[src/adccr_pkg.sv]
package adccr_pkg;

    // ------------------------------------------------------------
    // Register offsets
    // ------------------------------------------------------------
    localparam logic [6:0] HIGHPASS_DISABLE_ADDR    = 7'h04;
    localparam logic [6:0] RESERVED_A_ADDR          = 7'h05;
    localparam logic [6:0] POWER_DOWN_CONTROL_ADDR  = 7'h06;
    localparam logic [6:0] RESERVED_B_ADDR          = 7'h07;
    localparam logic [6:0] CHANNEL_MUTE_ADDR        = 7'h08;
    localparam logic [6:0] RESERVED_C_ADDR          = 7'h09;
    localparam logic [6:0] SERIAL_OUT_TRISTATE_ADDR = 7'h0a;

    // ------------------------------------------------------------
    // Reset values
    // ------------------------------------------------------------
    localparam logic [7:0] HIGHPASS_DISABLE_RST    = 8'h00;
    localparam logic [5:0] POWER_DOWN_CONTROL_RST  = 6'h00;
    localparam logic [7:0] CHANNEL_MUTE_RST        = 8'h00;
    localparam logic [3:0] SERIAL_OUT_TRISTATE_RST = 4'h0;

    // ------------------------------------------------------------
    // Field positions
    // ------------------------------------------------------------
    localparam int BANDGAP_OFF_BIT    = 5;
    localparam int OSCILLATOR_OFF_BIT = 4;
    localparam int PAIR_OFF_LSB       = 0;
    localparam int PAIR_OFF_WIDTH     = 4;
    localparam int POWER_DOWN_WIDTH   = 6;
    localparam int TRISTATE_WIDTH     = 4;
    localparam int MAP_AUTO_INC_BIT   = 7;
    localparam int MAP_ADDR_WIDTH     = 7;

    localparam logic [7:0] READ_ZERO = 8'h00;

endpackage

[src/adccr_regs.sv]
// What this block does
// - Bits at 04h disable channel high-pass filters; reset zero, all on.
// - Power-down bit 5 at 06h shuts the bandgap; clearing restores it.
// - Power-down bit 4 stops the oscillator core clock to internal logic.
// - Bit 4 also blocks an external master clock from internal logic.
// - Bits 3..0 stop pair clocks; that pair's output sends zeroes.
// - Power-down register resets to zero; bits 7 and 6 are reserved.
// - Bits at 08h mute channels, forcing their serial output to zeroes.
// - Mute register resets to zero, nothing muted.
// - Bits 3..0 at 0Ah tri-state one serial output pin each; 7..4 unused.
// - Tri-state register resets to zero, all four pins driving.
// - Registers govern only while port enable is set; else the strap sets high-pass, rest at defaults.
`timescale 1ns/100ps
`default_nettype none

module adccr_regs #(
    parameter int CHANNELS = 8,
    parameter int PAIRS    = 4
) (
    // Clock and reset
    input  wire logic                CORE_CLK,
    input  wire logic                RST_N,
    // Control-port byte engine
    input  wire logic                MAP_LOAD,
    input  wire logic [7:0]          MAP_BYTE,
    input  wire logic                WR_STB,
    input  wire logic [7:0]          WR_DATA,
    input  wire logic                RD_STB,
    output logic      [7:0]          RD_DATA,
    // Global mode
    input  wire logic                CONTROL_PORT_ENABLE,
    input  wire logic                STRAP_HIGHPASS_OFF,
    // Analog and clock controls
    output logic      [CHANNELS-1:0] HIGHPASS_ACTIVE,
    output logic                     BANDGAP_ON,
    output logic                     OSC_CORE_RUN,
    output logic                     MASTER_CLK_PASS,
    output logic      [PAIRS-1:0]    PAIR_CLK_RUN,
    // Serial audio out, one pin per channel pair
    input  wire logic [PAIRS-1:0]    SER_BIT_IN,
    input  wire logic                SER_SLOT_RIGHT,
    output logic      [PAIRS-1:0]    SERIAL_AUDIO_OUT_O,
    output logic      [PAIRS-1:0]    SERIAL_AUDIO_OUT_OE
);

    // ------------------------------------------------------------
    // Storage
    // ------------------------------------------------------------
    logic [7:0]                      highpass_disable_r;
    logic [adccr_pkg::POWER_DOWN_WIDTH-1:0] power_down_control_r;
    logic [7:0]                      channel_mute_r;
    logic [adccr_pkg::TRISTATE_WIDTH-1:0]   serial_out_tristate_r;
    logic [adccr_pkg::MAP_ADDR_WIDTH-1:0]   map_addr_r;
    logic                            map_auto_inc_r;
    logic                            strap_meta_r;
    logic                            strap_sync_r;

    // ------------------------------------------------------------
    // Read decode
    // ------------------------------------------------------------
    function automatic logic [7:0] read_value(
        input logic [adccr_pkg::MAP_ADDR_WIDTH-1:0] addr
    );
        logic [7:0] value;
        value = adccr_pkg::READ_ZERO;
        case (addr)
            adccr_pkg::HIGHPASS_DISABLE_ADDR: begin
                value = highpass_disable_r;
            end
            adccr_pkg::POWER_DOWN_CONTROL_ADDR: begin
                value = {2'h0, power_down_control_r};
            end
            adccr_pkg::CHANNEL_MUTE_ADDR: begin
                value = channel_mute_r;
            end
            adccr_pkg::SERIAL_OUT_TRISTATE_ADDR: begin
                value = {4'h0, serial_out_tristate_r};
            end
            default: begin
                value = adccr_pkg::READ_ZERO;
            end
        endcase
        return value;
    endfunction

    // ------------------------------------------------------------
    // Address pointer
    // ------------------------------------------------------------
    // A pointer load in the same cycle as a data strobe wins
    always_ff @(posedge CORE_CLK or negedge RST_N) begin
        if (!RST_N) begin
            map_addr_r     <= '0;
            map_auto_inc_r <= 1'b0;
        end else if (MAP_LOAD) begin
            map_addr_r     <=
                MAP_BYTE[adccr_pkg::MAP_ADDR_WIDTH-1:0];
            map_auto_inc_r <= MAP_BYTE[adccr_pkg::MAP_AUTO_INC_BIT];
        end else if ((WR_STB || RD_STB) && map_auto_inc_r) begin
            map_addr_r     <= map_addr_r + 7'h01;
        end
    end

    // ------------------------------------------------------------
    // Register writes
    // ------------------------------------------------------------
    logic wr_go;
    assign wr_go = WR_STB && !MAP_LOAD;

    always_ff @(posedge CORE_CLK or negedge RST_N) begin
        if (!RST_N) begin
            highpass_disable_r <= adccr_pkg::HIGHPASS_DISABLE_RST;
        end else if (wr_go &&
                     map_addr_r == adccr_pkg::HIGHPASS_DISABLE_ADDR) begin
            highpass_disable_r <= WR_DATA;
        end
    end

    always_ff @(posedge CORE_CLK or negedge RST_N) begin
        if (!RST_N) begin
            power_down_control_r <=
                adccr_pkg::POWER_DOWN_CONTROL_RST;
        end else if (wr_go &&
                     map_addr_r == adccr_pkg::POWER_DOWN_CONTROL_ADDR) begin
            // Reserved bits 7:6 have no storage
            power_down_control_r <=
                WR_DATA[adccr_pkg::POWER_DOWN_WIDTH-1:0];
        end
    end

    always_ff @(posedge CORE_CLK or negedge RST_N) begin
        if (!RST_N) begin
            channel_mute_r <= adccr_pkg::CHANNEL_MUTE_RST;
        end else if (wr_go &&
                     map_addr_r == adccr_pkg::CHANNEL_MUTE_ADDR) begin
            channel_mute_r <= WR_DATA;
        end
    end

    always_ff @(posedge CORE_CLK or negedge RST_N) begin
        if (!RST_N) begin
            serial_out_tristate_r <=
                adccr_pkg::SERIAL_OUT_TRISTATE_RST;
        end else if (wr_go &&
                     map_addr_r == adccr_pkg::SERIAL_OUT_TRISTATE_ADDR) begin
            serial_out_tristate_r <=
                WR_DATA[adccr_pkg::TRISTATE_WIDTH-1:0];
        end
    end

    // ------------------------------------------------------------
    // Read data
    // ------------------------------------------------------------
    always_ff @(posedge CORE_CLK or negedge RST_N) begin
        if (!RST_N) begin
            RD_DATA <= adccr_pkg::READ_ZERO;
        end else if (RD_STB && !MAP_LOAD) begin
            RD_DATA <= read_value(map_addr_r);
        end
    end

    // ------------------------------------------------------------
    // Strap synchroniser
    // ------------------------------------------------------------
    always_ff @(posedge CORE_CLK or negedge RST_N) begin
        if (!RST_N) begin
            strap_meta_r <= 1'b0;
            strap_sync_r <= 1'b0;
        end else begin
            strap_meta_r <= STRAP_HIGHPASS_OFF;
            strap_sync_r <= strap_meta_r;
        end
    end

    // ------------------------------------------------------------
    // Effective controls
    // ------------------------------------------------------------
    // Stand-alone mode: everything powered, nothing muted, pins driven
    logic [7:0]       hp_off_eff;
    logic [5:0]       pwr_off_eff;
    logic [7:0]       mute_eff;
    logic [PAIRS-1:0] tri_eff;
    logic [PAIRS-1:0] pair_off;

    always_comb begin
        if (CONTROL_PORT_ENABLE) begin
            hp_off_eff = highpass_disable_r;
            pwr_off_eff = power_down_control_r;
            mute_eff   = channel_mute_r;
            tri_eff    = serial_out_tristate_r;
        end else begin
            hp_off_eff = {8{strap_sync_r}};
            pwr_off_eff = 6'h00;
            mute_eff   = 8'h00;
            tri_eff    = '0;
        end
    end

    assign pair_off = pwr_off_eff[adccr_pkg::PAIR_OFF_LSB +: PAIRS];

    always_ff @(posedge CORE_CLK or negedge RST_N) begin
        if (!RST_N) begin
            HIGHPASS_ACTIVE <= '1;
            BANDGAP_ON      <= 1'b1;
            OSC_CORE_RUN    <= 1'b1;
            MASTER_CLK_PASS <= 1'b1;
            PAIR_CLK_RUN    <= '1;
        end else begin
            HIGHPASS_ACTIVE <= ~hp_off_eff[CHANNELS-1:0];
            BANDGAP_ON      <=
                ~pwr_off_eff[adccr_pkg::BANDGAP_OFF_BIT];
            OSC_CORE_RUN    <=
                ~pwr_off_eff[adccr_pkg::OSCILLATOR_OFF_BIT];
            MASTER_CLK_PASS <=
                ~pwr_off_eff[adccr_pkg::OSCILLATOR_OFF_BIT];
            PAIR_CLK_RUN    <= ~pair_off;
        end
    end

    // ------------------------------------------------------------
    // Serial output gating
    // ------------------------------------------------------------
    // Pin k carries channel 2k in the left slot, 2k+1 in the right slot
    logic [PAIRS-1:0] slot_zero;

    always_comb begin
        for (int k = 0; k < PAIRS; k++) begin
            slot_zero[k] = pair_off[k] ||
                           (SER_SLOT_RIGHT ? mute_eff[2*k+1]
                                           : mute_eff[2*k]);
        end
    end

    always_ff @(posedge CORE_CLK or negedge RST_N) begin
        if (!RST_N) begin
            SERIAL_AUDIO_OUT_O  <= '0;
            SERIAL_AUDIO_OUT_OE <= '1;
        end else begin
            SERIAL_AUDIO_OUT_O  <=
                SER_BIT_IN & ~slot_zero;
            SERIAL_AUDIO_OUT_OE <= ~tri_eff;
        end
    end

endmodule

`default_nettype wire

[config.mk]
export PLATFORM = sky130hd
export DESIGN_NAME = adccr_regs
export DESIGN_NICKNAME = d
export VERILOG_FILES = /design/src/adccr_pkg.sv /design/src/adccr_regs.sv
export SDC_FILE = /design/constraint.sdc
export NUM_CORES = 1
export LEC_CHECK = 0
export BUFFER_PORTS_ARGS = -buffer_cell sky130_fd_sc_hd__buf_2
export CAP_MARGIN = 15
export CELL_PAD_IN_SITES_DETAIL_PLACEMENT = 1
export CELL_PAD_IN_SITES_GLOBAL_PLACEMENT = 2
export CORE_MARGIN = 2
export CORE_UTILIZATION = 37
export CTS_BUF_LIST = sky130_fd_sc_hd__clkbuf_4 sky130_fd_sc_hd__clkbuf_8
export DETAILED_ROUTE_END_ITERATION = 8
export PLACE_DENSITY_LB_ADDON = 0.1
export SYNTH_ARGS = -nofsm -noshare
export SYNTH_HDL_FRONTEND = slang
export SYNTH_SLANG_ARGS = --single-unit
[constraint.sdc]
create_clock -name CORE_CLK -period 2 [get_ports CORE_CLK]
set_clock_uncertainty 0.15 [all_clocks]
set_input_delay 0.4 -clock CORE_CLK [delete_from_list [all_inputs] [get_ports CORE_CLK]]
set_output_delay 0.4 -clock CORE_CLK [all_outputs]
set_load 0.1 [all_outputs]
==> metrics.cfg, run 1 <==
[layout]
layout_area_growth_over_synthesis_pct = 25.7
layout_cells_sized_above_1 = 0.485
most_frequent_cells_in_the_layout = 58 x sky130_fd_sc_hd__buf_2, 48 x sky130_fd_sc_hd__dfrtp_1, 32 x sky130_fd_sc_hd__mux2_2, 26 x sky130_fd_sc_hd__nand2_1, 19 x sky130_fd_sc_hd__o21ai_0
antenna_cells = 0
layout_commonest_cell = sky130_fd_sc_hd__buf_2
design.final.nets = 319
nFillCells = 795

[clocking]
ctsLongestPathBuffers = 2
cts_buffers = 9
cts_max_level = 3
worst_setup_hold_path_clk_slew_ns = 0.08
clock_insertion_delay_worst_skew_ns = 0.34
cts_tree = done
cts_root_buf = sky130_fd_sc_hd__clkbuf_8
number_of_clock_sinks_seen_by_cts = 66

[critical_path]
critical-path-max-stage-delay_ns = 0.53
delay_heaviest_family_cp = flip-flops
worst-path-max-fanout = 1
critPathLaunchType = register
setup.worst_path.end_class = output port
critical_path_buf_inv_count = 1
crit_type = reg2out
timing.critical_path.cells = buf_2
worst_ep_required_time_ns = 1.45
slowest_stage = sky130_fd_sc_hd__dfstp_2
arrival_ns = 1.28

[floorplanning]
floorplan.initialDensity = 0.384
die_width_um = 90.8
die_height_um = 90.8
rows = 31
design.die.area_sq_um = 8240
fp.coreArea_sq_um = 7250
floorplan.io_pins = 59

[timing]
grt_setup_unrepaired = no
fmax_mhz = 546
setup_total_negative_slack_ns = 0
final_worst_path_cycle_share = 0.916
worst_slack_ns = 0.169
setup_viol_count_final = 0
maxSlewViolCount = 0
timing_hold_violations_final = 0
tightestPinTransition_ns = 0.495
relSlewSlack = 0.669
final_critical_path_time_including_i_o_delays_and_setup_ns = 1.83

[global_routing]
antenna_found_initial = 0
grt_pass1_wl_mm = 10.7
grtUsageTotal = 0.168
pin_count_of_the_biggest_net_entering_global_routing = 67
grt-ovfl-total = 0
grt_pass1_vias = 2029

[place]
detailedPlace.worstSlack_ns = 0.151
dp.final_hpwl_mm = 4.70
gpl.final_weighted_congestion = 0.800
numPortBuffers = 58

[power]
peakVddDrop_v = 0.000510
static-leakage-power_uw = 0.00161
ratio_of_total_power_to_cell_area_nw_per_um2 = 1060

[drt]
route.vias.total = 1934
first_iter_violations = 154
dr.pass1.iters = 4
route.detailed.drc = 0
antenna_violating_nets_post_route = 0
wl_per_cell_um = 16.5
post_drt_via_cell_ratio = 4.93
route.final.wire_length_mm = 6.46

[yosys]
synth_sequential_area_ratio = 0.601
mappedNetlistNets = 251
syn-cell-area_sq_um = 2790
ys_ff_latch = 66
syn_avg_cell_area_sq_um = 12.7
synthDistinctLibCells = 35
syn-instance-count = 220
synth-warning-count = 0

[run]
max_cap_viol_count = 0

[hold_path]
tightest_hold_check_type = in2reg

[outcome]
run_status = finished, final reports clean

==> layer usage <==
metal,wire (um),share of wire,track usage
met1,3130,0.48,0.239
met2,2960,0.46,0.250
met3,265,0.041,0.0301
met4,106,0.016,0.0769
met5,0,0,0
==> power breakdown <==
part           leakage [uW]  total (uW)  internal [uW]  switching, uW
Sequential         0.000823        1590           1490            104
Clock              0.000119        1390            864            530
Combinational      0.000668         727            214            513
Total               0.00161        3710           2570           1150
==> synth_stat cells, drive strengths merged <==
library cell | number | share of area
clkbuf | 4 | 0.0054
mux2 | 32 | 0.13
nand2 | 27 | 0.039
o21ai | 19 | 0.034
a22o | 10 | 0.031
nor2b | 5 | 0.015
xnor2 | 5 | 0.016
inv | 3 | 0.0040
o2111ai | 1 | 0.0031
nor2 | 3 | 0.0040
and4 | 2 | 0.0067
or2 | 1 | 0.0022
a32oi | 2 | 0.0063
nand4 | 3 | 0.0090
buf | 8 | 0.015
a22oi | 6 | 0.016
and3 | 1 | 0.0040
xor2 | 1 | 0.0031
dfstp | 18 | 0.17
nand2b | 1 | 0.0022
ha | 3 | 0.013
a21oi | 8 | 0.014
and2 | 4 | 0.0090
mux2i | 1 | 0.0036
o211ai | 1 | 0.0027
nor3 | 3 | 0.0094
dfrtp | 48 | 0.43
==> what timing repair did <==
item	CTS	global route
hold buffers	2	0
endpoints found under the setup margin	0	1
buffers inserted	0	0
resized for setup	0	1
hold endpoints to repair	49	0
==> flip-flops by register name, indices dropped and copies added (netlist names) <==
signal                 flops
BANDGAP_ON                 1
HIGHPASS_ACTIVE            8
MASTER_CLK_PASS            1
PAIR_CLK_RUN               4
RD_DATA                    8
SERIAL_AUDIO_OUT_O         4
SERIAL_AUDIO_OUT_OE        4
channel_mute_r             8
highpass_disable_r         8
map_addr_r                 7
map_auto_inc_r             1
power_down_control_r       6
serial_out_tristate_r      4
strap_meta_r               1
strap_sync_r               1
==> cell families after synthesis <==
kind of cell | count (synthesis) | synth area share
adder cells (fa/ha/maj) | 3 | 0.0135
multiplexers | 33 | 0.133
AND/OR/NAND/NOR | 50 | 0.101
flip-flops | 66 | 0.601
buffers and inverters | 15 | 0.0247
AO/OA/AOI/OAI | 47 | 0.108
XOR/XNOR | 6 | 0.0189
==> cell type report <==
class	instances	area, sq um	area share
Sequential cell	66	1670	0.478
Multi-Input combinational cell	139	1050	0.300
Timing Repair Buffer	69	390	0.112
Clock buffer	10	138	0.0393
Tap cell	99	124	0.0354
Clock inverter	6	114	0.0325
Inverter	3	11.3	0.00322
==> path summary, 6_finish.rpt <==
kind / from / endpoint / slack, ns / depth (start not counted)
setup / recovery: HIGHPASS_ACTIVE[3] / HIGHPASS_ACTIVE[3] / 0.17 / 1
hold / removal: SER_BIT_IN[3] / SERIAL_AUDIO_OUT_O[3] / 0.11 / 2
setup reg to reg: map_addr_r[4] / power_down_control_r[2] / 0.23 / 3
hold reg to reg: strap_meta_r / strap_sync_r / 0.20 / 0
max in group asynchronous: RST_N / HIGHPASS_ACTIVE[4] / 0.91 / 3
min in group asynchronous: RST_N / RD_DATA[7] / 0.44 / 3
==> stage by stage <==
step / hold WS [ns] / total power (uW) / cell area (sq um) / util / instances
CTS: 0.0985 / 3750 / 3490 / 0.482 / 392
floorplan: -0.0456 / 2140 / 2790 / - / 220
global placement: 0.184 / 2330 / 3220 / 0.444 / 374
global route: 0.109 / 3870 / 3500 / 0.482 / 392
finish: 0.113 / 3710 / 3500 / 0.482 / 392
detailed placement: 0.189 / 2340 / 3220 / 0.444 / 374
(Power assumes the default switching activity.)
==> inputs of run 2 (changes only) <==
--- a/config.mk
+++ b/config.mk
@@ -10,7 +10,7 @@
 export CELL_PAD_IN_SITES_DETAIL_PLACEMENT = 1
 export CELL_PAD_IN_SITES_GLOBAL_PLACEMENT = 2
 export CORE_MARGIN = 2
-export CORE_UTILIZATION = 37
+export CORE_UTILIZATION = 34
 export CTS_BUF_LIST = sky130_fd_sc_hd__clkbuf_4 sky130_fd_sc_hd__clkbuf_8
 export DETAILED_ROUTE_END_ITERATION = 8
 export PLACE_DENSITY_LB_ADDON = 0.1
==> constraint.sdc (replaced) <==
create_clock -name CORE_CLK -period 1.6 [get_ports CORE_CLK]
set_clock_uncertainty 0.15 [all_clocks]
set_input_delay 0.32 -clock CORE_CLK [delete_from_list [all_inputs] [get_ports CORE_CLK]]
set_output_delay 0.32 -clock CORE_CLK [all_outputs]
set_load 0.1 [all_outputs]
==> metrics.cfg, run 2 (synthesized netlist as in run 1, its figures left out) <==
[outcome]
run_status = complete, but fails checks
failed_checks = setup timing

[layout]
layout_cells_sized_above_1 = 0.568  ; +0.0832
instances_no_fill = 422  ; +7.7%
nFillCells = 864  ; +8.7%
most_frequent_cells_in_the_layout = 47 x sky130_fd_sc_hd__dfrtp_1, 32 x sky130_fd_sc_hd__buf_4, 27 x sky130_fd_sc_hd__buf_2, 25 x sky130_fd_sc_hd__nand2_1, 24 x sky130_fd_sc_hd__buf_12
layout_area_growth_over_synthesis_pct = 49.4
design.final.nets = 343  ; +7.5%
sequential_cell_area_sq_um = 1680  ; +0.30%
layout_commonest_cell = sky130_fd_sc_hd__dfrtp_1
final_core_utilization = 0.514  ; +0.0317
multi_input_area_sq_um = 1170  ; +11%
antenna_cells = 0  ; unchanged

[critical_path]
critical-path-max-stage-delay_ns = 0.64  ; +0.11 ns
crit_type = reg2out
slowest_stage = sky130_fd_sc_hd__dfstp_4
r2r_setup_slack_ns = -0.01  ; -0.24 ns
worst-path-max-fanout = 2  ; +1
arrival_ns = 1.16  ; -0.12 ns
timing.critical_path.cells = buf_12
critical_path_buf_inv_count = 1  ; unchanged
delay_heaviest_family_cp = flip-flops
worst_ep_required_time_ns = 1.13  ; -0.32 ns
critPathLaunchType = register
setup.worst_path.end_class = output port

[timing]
tightestPinTransition_ns = 0.344  ; -0.151 ns
timing_hold_violations_final = 0  ; unchanged
worst_slack_ns = -0.0284  ; -0.197 ns
fmax_mhz = 614
hold_slack_ns = 0.0285  ; -0.0840 ns
relSlewSlack = 0.771  ; +0.101
final_worst_path_cycle_share = 1.02
maxSlewViolCount = 0  ; unchanged
grt_setup_unrepaired = yes
setup_viol_count_final = 8  ; +8
final_critical_path_time_including_i_o_delays_and_setup_ns = 1.63

[drt]
route.final.wire_length_mm = 7.03  ; +8.7%
wl_per_cell_um = 16.7  ; +1.0%
post_drt_via_cell_ratio = 4.79  ; -3.0%
dr.pass1.iters = 4  ; unchanged
route.detailed.drc = 0  ; unchanged
route.vias.total = 2020  ; +4.4%
first_iter_violations = 65  ; -58%
antenna_violating_nets_post_route = 0  ; unchanged

[clocking]
cts_tree = done
clock_insertion_delay_worst_skew_ns = 0.34  ; about the same
cts_buffers = 9  ; unchanged
number_of_clock_sinks_seen_by_cts = 66  ; unchanged
cts_max_level = 3  ; unchanged
ctsLongestPathBuffers = 2  ; unchanged
worst_setup_hold_path_clk_slew_ns = 0.08  ; about the same
cts_root_buf = sky130_fd_sc_hd__clkbuf_8

[power]
seq_power_share = 0.420  ; -0.009
share_clk_of_total_power = 0.327  ; -0.048
tot_pwr_uw = 4810  ; +30%
ratio_of_total_power_to_cell_area_nw_per_um2 = 1160  ; +8.9%
cellInternalPower_uw = 3290  ; +28%
comb_power_share = 0.253  ; +0.057
static-leakage-power_uw = 0.00190  ; +18%
net-switching-power_uw = 1520  ; +33%
peakVddDrop_v = 0.000504  ; -1.3%
switching_share = 0.317  ; +0.00813

[floorplanning]
design.die.area_sq_um = 8930  ; +8.4%
floorplan.initialDensity = 0.344  ; -0.0398
die_height_um = 94.5  ; +4.1%
die_width_um = 94.5  ; +4.1%
floorplan.io_pins = 59  ; unchanged
rows = 33  ; +6.5%
fp.coreArea_sq_um = 8090  ; +12%

[global_routing]
grt_pass1_wl_mm = 11.7  ; +9.8%
grt-ovfl-total = 0  ; unchanged
grt_pass1_vias = 2216  ; +9.2%
grtUsageTotal = 0.178  ; +0.00935
pin_count_of_the_biggest_net_entering_global_routing = 67  ; unchanged
antenna_found_initial = 0  ; unchanged

[place]
gpl.final_weighted_congestion = 0.751  ; -6.2%
detailedPlace.worstSlack_ns = -0.0704  ; -0.222 ns
placed_cells_incl_taps = 399  ; +6.7%
numPortBuffers = 58  ; unchanged
dp.final_hpwl_mm = 5.14  ; +9.2%

[run]
max_cap_viol_count = 0  ; unchanged

[hold_path]
tightest_hold_check_type = in2reg

-- run 2: changes by cell type in the layout (fill, tap and decap cells not counted), sizes merged --
cell	before	now
clkinvlp	2	1
buf	67	87
inv	3	4
bufinv	3	2
clkinv	1	2
clkbuf	10	14
-- run 2: per-layer routing --
metal,vias up,global-route usage,share of wire
met5,-,0,0
met4,0,0.0725,0.017
met3,12,0.0455,0.040
met2,44,0.276,0.50
met1,999,0.238,0.44
li1,965,-,-
-- run 2: power groups by stage --
stage | Sequential, uW | Combinational (uW) | Clock [uW]
floorplan | 2360 | 326 | 0
global placement | 2040 | 1110 | 0
detailed placement | 2040 | 1120 | 0
CTS | 2020 | 1170 | 1620
global route | 2050 | 1300 | 1700
finish | 2020 | 1220 | 1570
-- run 2: worst paths after layout --
kind	start	to	depth (start not counted)
worst min register to register	strap_meta_r	strap_sync_r	0
max in group asynchronous	RST_N	HIGHPASS_ACTIVE[1]	3
worst max-delay path	MASTER_CLK_PASS	OSC_CORE_RUN	1
worst max register to register	map_addr_r[6]	power_down_control_r[0]	3
worst min-delay path	SER_BIT_IN[3]	SERIAL_AUDIO_OUT_O[3]	2
min in group asynchronous	RST_N	RD_DATA[1]	3
-- run 2: timing repair --
| action | 4_1_cts | 5_1_grt |
|---|---|---|
| hold buffers | 2 | 0 |
| gates resized for setup | 24 | 26 |
| hold endpoints to repair | 49 | 0 |
| pin swaps | 3 | 11 |
| buffers inserted | 1 | 4 |
| setup endpoints to repair | 30 | 41 |
-- run 2: cell type report --
| type | instances | share of cell area |
|---|---|---|
| inverters | 3 | 0.00271 |
| clock inverters | 6 | 0.0216 |
| multi-input cells | 139 | 0.281 |
| well taps | 105 | 0.0316 |
| repair buffers | 93 | 0.229 |
| clock buffers | 10 | 0.0316 |
| flip-flops and latches | 66 | 0.403 |
-- run 2: per-stage QoR --
step / instance area [sq um] / TNS [ns]
2_1_floorplan: 2810 / -0.349
3_3_place_gp: 3720 / -0.584
3_5_place_dp: 3720 / -0.932
4_1_cts: 4050 / -0.152
5_1_grt: 4160 / -0.630
6_report: 4160 / -0.0862
==> inputs of run 3 (changes only) <==
--- a/config.mk
+++ b/config.mk
@@ -6,11 +6,11 @@
 export NUM_CORES = 1
 export LEC_CHECK = 0
 export BUFFER_PORTS_ARGS = -buffer_cell sky130_fd_sc_hd__buf_2
-export CAP_MARGIN = 15
+export CAP_MARGIN = 25
 export CELL_PAD_IN_SITES_DETAIL_PLACEMENT = 1
 export CELL_PAD_IN_SITES_GLOBAL_PLACEMENT = 2
 export CORE_MARGIN = 2
-export CORE_UTILIZATION = 34
+export CORE_UTILIZATION = 37
 export CTS_BUF_LIST = sky130_fd_sc_hd__clkbuf_4 sky130_fd_sc_hd__clkbuf_8
 export DETAILED_ROUTE_END_ITERATION = 8
 export PLACE_DENSITY_LB_ADDON = 0.1
==> constraint.sdc (replaced) <==
create_clock -name CORE_CLK -period 1.65 [get_ports CORE_CLK]
set_clock_uncertainty 0.15 [all_clocks]
set_input_delay 0.33 -clock CORE_CLK [delete_from_list [all_inputs] [get_ports CORE_CLK]]
set_output_delay 0.33 -clock CORE_CLK [all_outputs]
set_load 0.1 [all_outputs]
==> metrics.cfg, run 3 (synthesized netlist as in run 1, its figures left out) <==
[layout]
antenna_cells = 0  ; unchanged
final_core_utilization = 0.543  ; +0.0285
layout_area_growth_over_synthesis_pct = 41.3
most_frequent_cells_in_the_layout = 48 x sky130_fd_sc_hd__dfrtp_1, 36 x sky130_fd_sc_hd__buf_2, 27 x sky130_fd_sc_hd__mux2_2, 26 x sky130_fd_sc_hd__nand2_1, 25 x sky130_fd_sc_hd__buf_4
final_std_cell_area_no_fill_sq_um = 3940  ; -5.4%
layout_commonest_cell = sky130_fd_sc_hd__dfrtp_1
layout_cells_sized_above_1 = 0.547  ; -0.0212
nFillCells = 788  ; -8.8%
design.final.nets = 337  ; -1.7%

[clocking]
cts_buffers = 9  ; unchanged
cts_root_buf = sky130_fd_sc_hd__clkbuf_8
ctsLongestPathBuffers = 2  ; unchanged
worst_setup_hold_path_clk_slew_ns = 0.07  ; about the same
cts_max_level = 3  ; unchanged
cts_tree = done
clock_insertion_delay_worst_skew_ns = 0.34  ; about the same
number_of_clock_sinks_seen_by_cts = 66  ; unchanged

[global_routing]
grt_pass1_vias = 2118  ; -4.4%
grtUsageTotal = 0.179  ; +0.00139
grt_pass1_wl_mm = 11.4  ; -2.6%
antenna_found_initial = 0  ; unchanged
pin_count_of_the_biggest_net_entering_global_routing = 36  ; -46%
grt-ovfl-total = 0  ; unchanged

[power]
static-leakage-power_uw = 0.00181  ; -4.6%
tot_pwr_uw = 4290  ; -11%
peakVddDrop_v = 0.000579  ; +15%
ratio_of_total_power_to_cell_area_nw_per_um2 = 1090  ; -5.7%

[drt]
route.final.wire_length_mm = 6.97  ; -0.83%
route.vias.total = 2017  ; -0.15%
route.detailed.drc = 0  ; unchanged
post_drt_via_cell_ratio = 4.92  ; +2.8%
antenna_violating_nets_post_route = 0  ; unchanged
first_iter_violations = 44  ; -32%
wl_per_cell_um = 17.0  ; +2.1%
dr.pass1.iters = 3  ; -1

[critical_path]
crit_type = reg2reg
worst_ep_required_time_ns = 1.73  ; +0.60 ns
origin_of_the_critical_flop_to_flop_path = map_addr_r[4]
startpoint = map_addr_r[4]
slowest_stage = sky130_fd_sc_hd__dfrtp_1
critical-path-max-stage-delay_ns = 0.41  ; -0.23 ns
r2r_setup_slack_ns = -0.03  ; -0.02 ns
critPathLaunchType = register
setup.worst_path.end_class = register
critical_path_buf_inv_count = 0  ; -1
timing.critical_path.cells = nor3_4 -> and4_4 -> mux2_2
delay_heaviest_family_cp = simple AND/OR/NAND/NOR gates
arrival_ns = 1.76  ; +0.60 ns
worst-path-max-fanout = 6  ; +4

[timing]
fmax_mhz = 595
worst_slack_ns = -0.0297  ; -0.00133 ns
tightestPinTransition_ns = 0.489  ; +0.145 ns
setup_total_negative_slack_ns = -0.121  ; -0.0348 ns
maxSlewViolCount = 0  ; unchanged
grt_setup_unrepaired = yes
hold_slack_ns = 0.0413  ; +0.0128 ns
timing_hold_violations_final = 0  ; unchanged
setup_viol_count_final = 5  ; -3
final_critical_path_time_including_i_o_delays_and_setup_ns = 1.68
final_worst_path_cycle_share = 1.02
relSlewSlack = 0.676  ; -0.0947

[floorplanning]
floorplan.io_pins = 59  ; unchanged
floorplan.initialDensity = 0.384  ; +0.0398
fp.coreArea_sq_um = 7250  ; -10%
die_width_um = 90.8  ; -4.0%
rows = 31  ; -6.1%
die_height_um = 90.8  ; -4.0%
design.die.area_sq_um = 8240  ; -7.8%

[outcome]
failed_checks = setup timing
run_status = complete, but fails checks

[hold_path]
hold_path_startpoint = MAP_BYTE[4]
tightest_hold_check_type = in2reg

[place]
numPortBuffers = 58  ; unchanged
gpl.final_weighted_congestion = 0.841  ; +12%
placement.cell_area_sq_um = 3650  ; -1.9%
dp.final_hpwl_mm = 5.13  ; about the same

[run]
max_cap_viol_count = 0  ; unchanged

-- run 3: cell count changes in the layout (fill, tap and decap cells not counted), moves of 3 or more --
cell                     previous run  this run
sky130_fd_sc_hd__buf_12            24        21
sky130_fd_sc_hd__mux2_2            22        27
sky130_fd_sc_hd__buf_6              4         0
sky130_fd_sc_hd__buf_2             27        36
sky130_fd_sc_hd__buf_4             32        25
sky130_fd_sc_hd__mux2_4            10         5
-- run 3: tightest hold or removal path, cell delays in order --
cell,delay (ns)
sky130_fd_sc_hd__buf_2,0.07
sky130_fd_sc_hd__nand2_1,0.04
sky130_fd_sc_hd__o21ai_0,0.05
-- run 3: final cells by class --
type,instances,area (sq um),area share
Inverter,3,11.3,0.00286
Multi-Input combinational cell,139,1120,0.284
Sequential cell,66,1680,0.426
Clock inverter,6,43.8,0.0111
Tap cell,99,124,0.0315
Timing Repair Buffer,87,831,0.211
Clock buffer,10,131,0.0334
-- run 3: through the flow --
stage                     worst slack [ns]  cells
after detailed placement           -0.0636    391
after floorplan                   -0.00417    220
after CTS                          -0.0170    409
after global routing               -0.0800    410
after global placement             -0.0591    391
final                              -0.0297    410
-- run 3: report_power, final --
group	internal [uW]	leakage [uW]	switching (uW)	total, uW
combinational	460	0.000895	664	1120
sequential	1810	0.000823	144	1950
clock	564	0.0000896	651	1220
total	2830	0.00181	1460	4290
-- run 3: path summary, 6_finish.rpt --
check,cells past startpoint,to
hold / removal,3,map_addr_r[4]
max in group asynchronous,3,HIGHPASS_ACTIVE[5]
min in group asynchronous,2,RD_DATA[2]
hold reg to reg,0,strap_sync_r
setup / recovery,3,power_down_control_r[2]
setup reg to reg,3,power_down_control_r[2]
-- run 3: timing repair --
| action | CTS | global route |
|---|---|---|
| gates resized for setup | 4 | 22 |
| setup buffers | 0 | 1 |
| gates cloned | 0 | 0 |
| hold buffers | 2 | 0 |
| endpoints found under the hold margin | 12 | 0 |
| pin swaps | 1 | 4 |
| setup endpoints to repair | 20 | 30 |
-- run 3: routing by layer --
| layer | up-vias | global-route usage | share of wire |
|---|---|---|---|
| met5 | - | 0 | 0 |
| met4 | 0 | 0.0462 | 0.0060 |
| met3 | 5 | 0.0492 | 0.035 |
| met2 | 44 | 0.276 | 0.48 |
| met1 | 1018 | 0.250 | 0.48 |
| li1 | 950 | - | - |
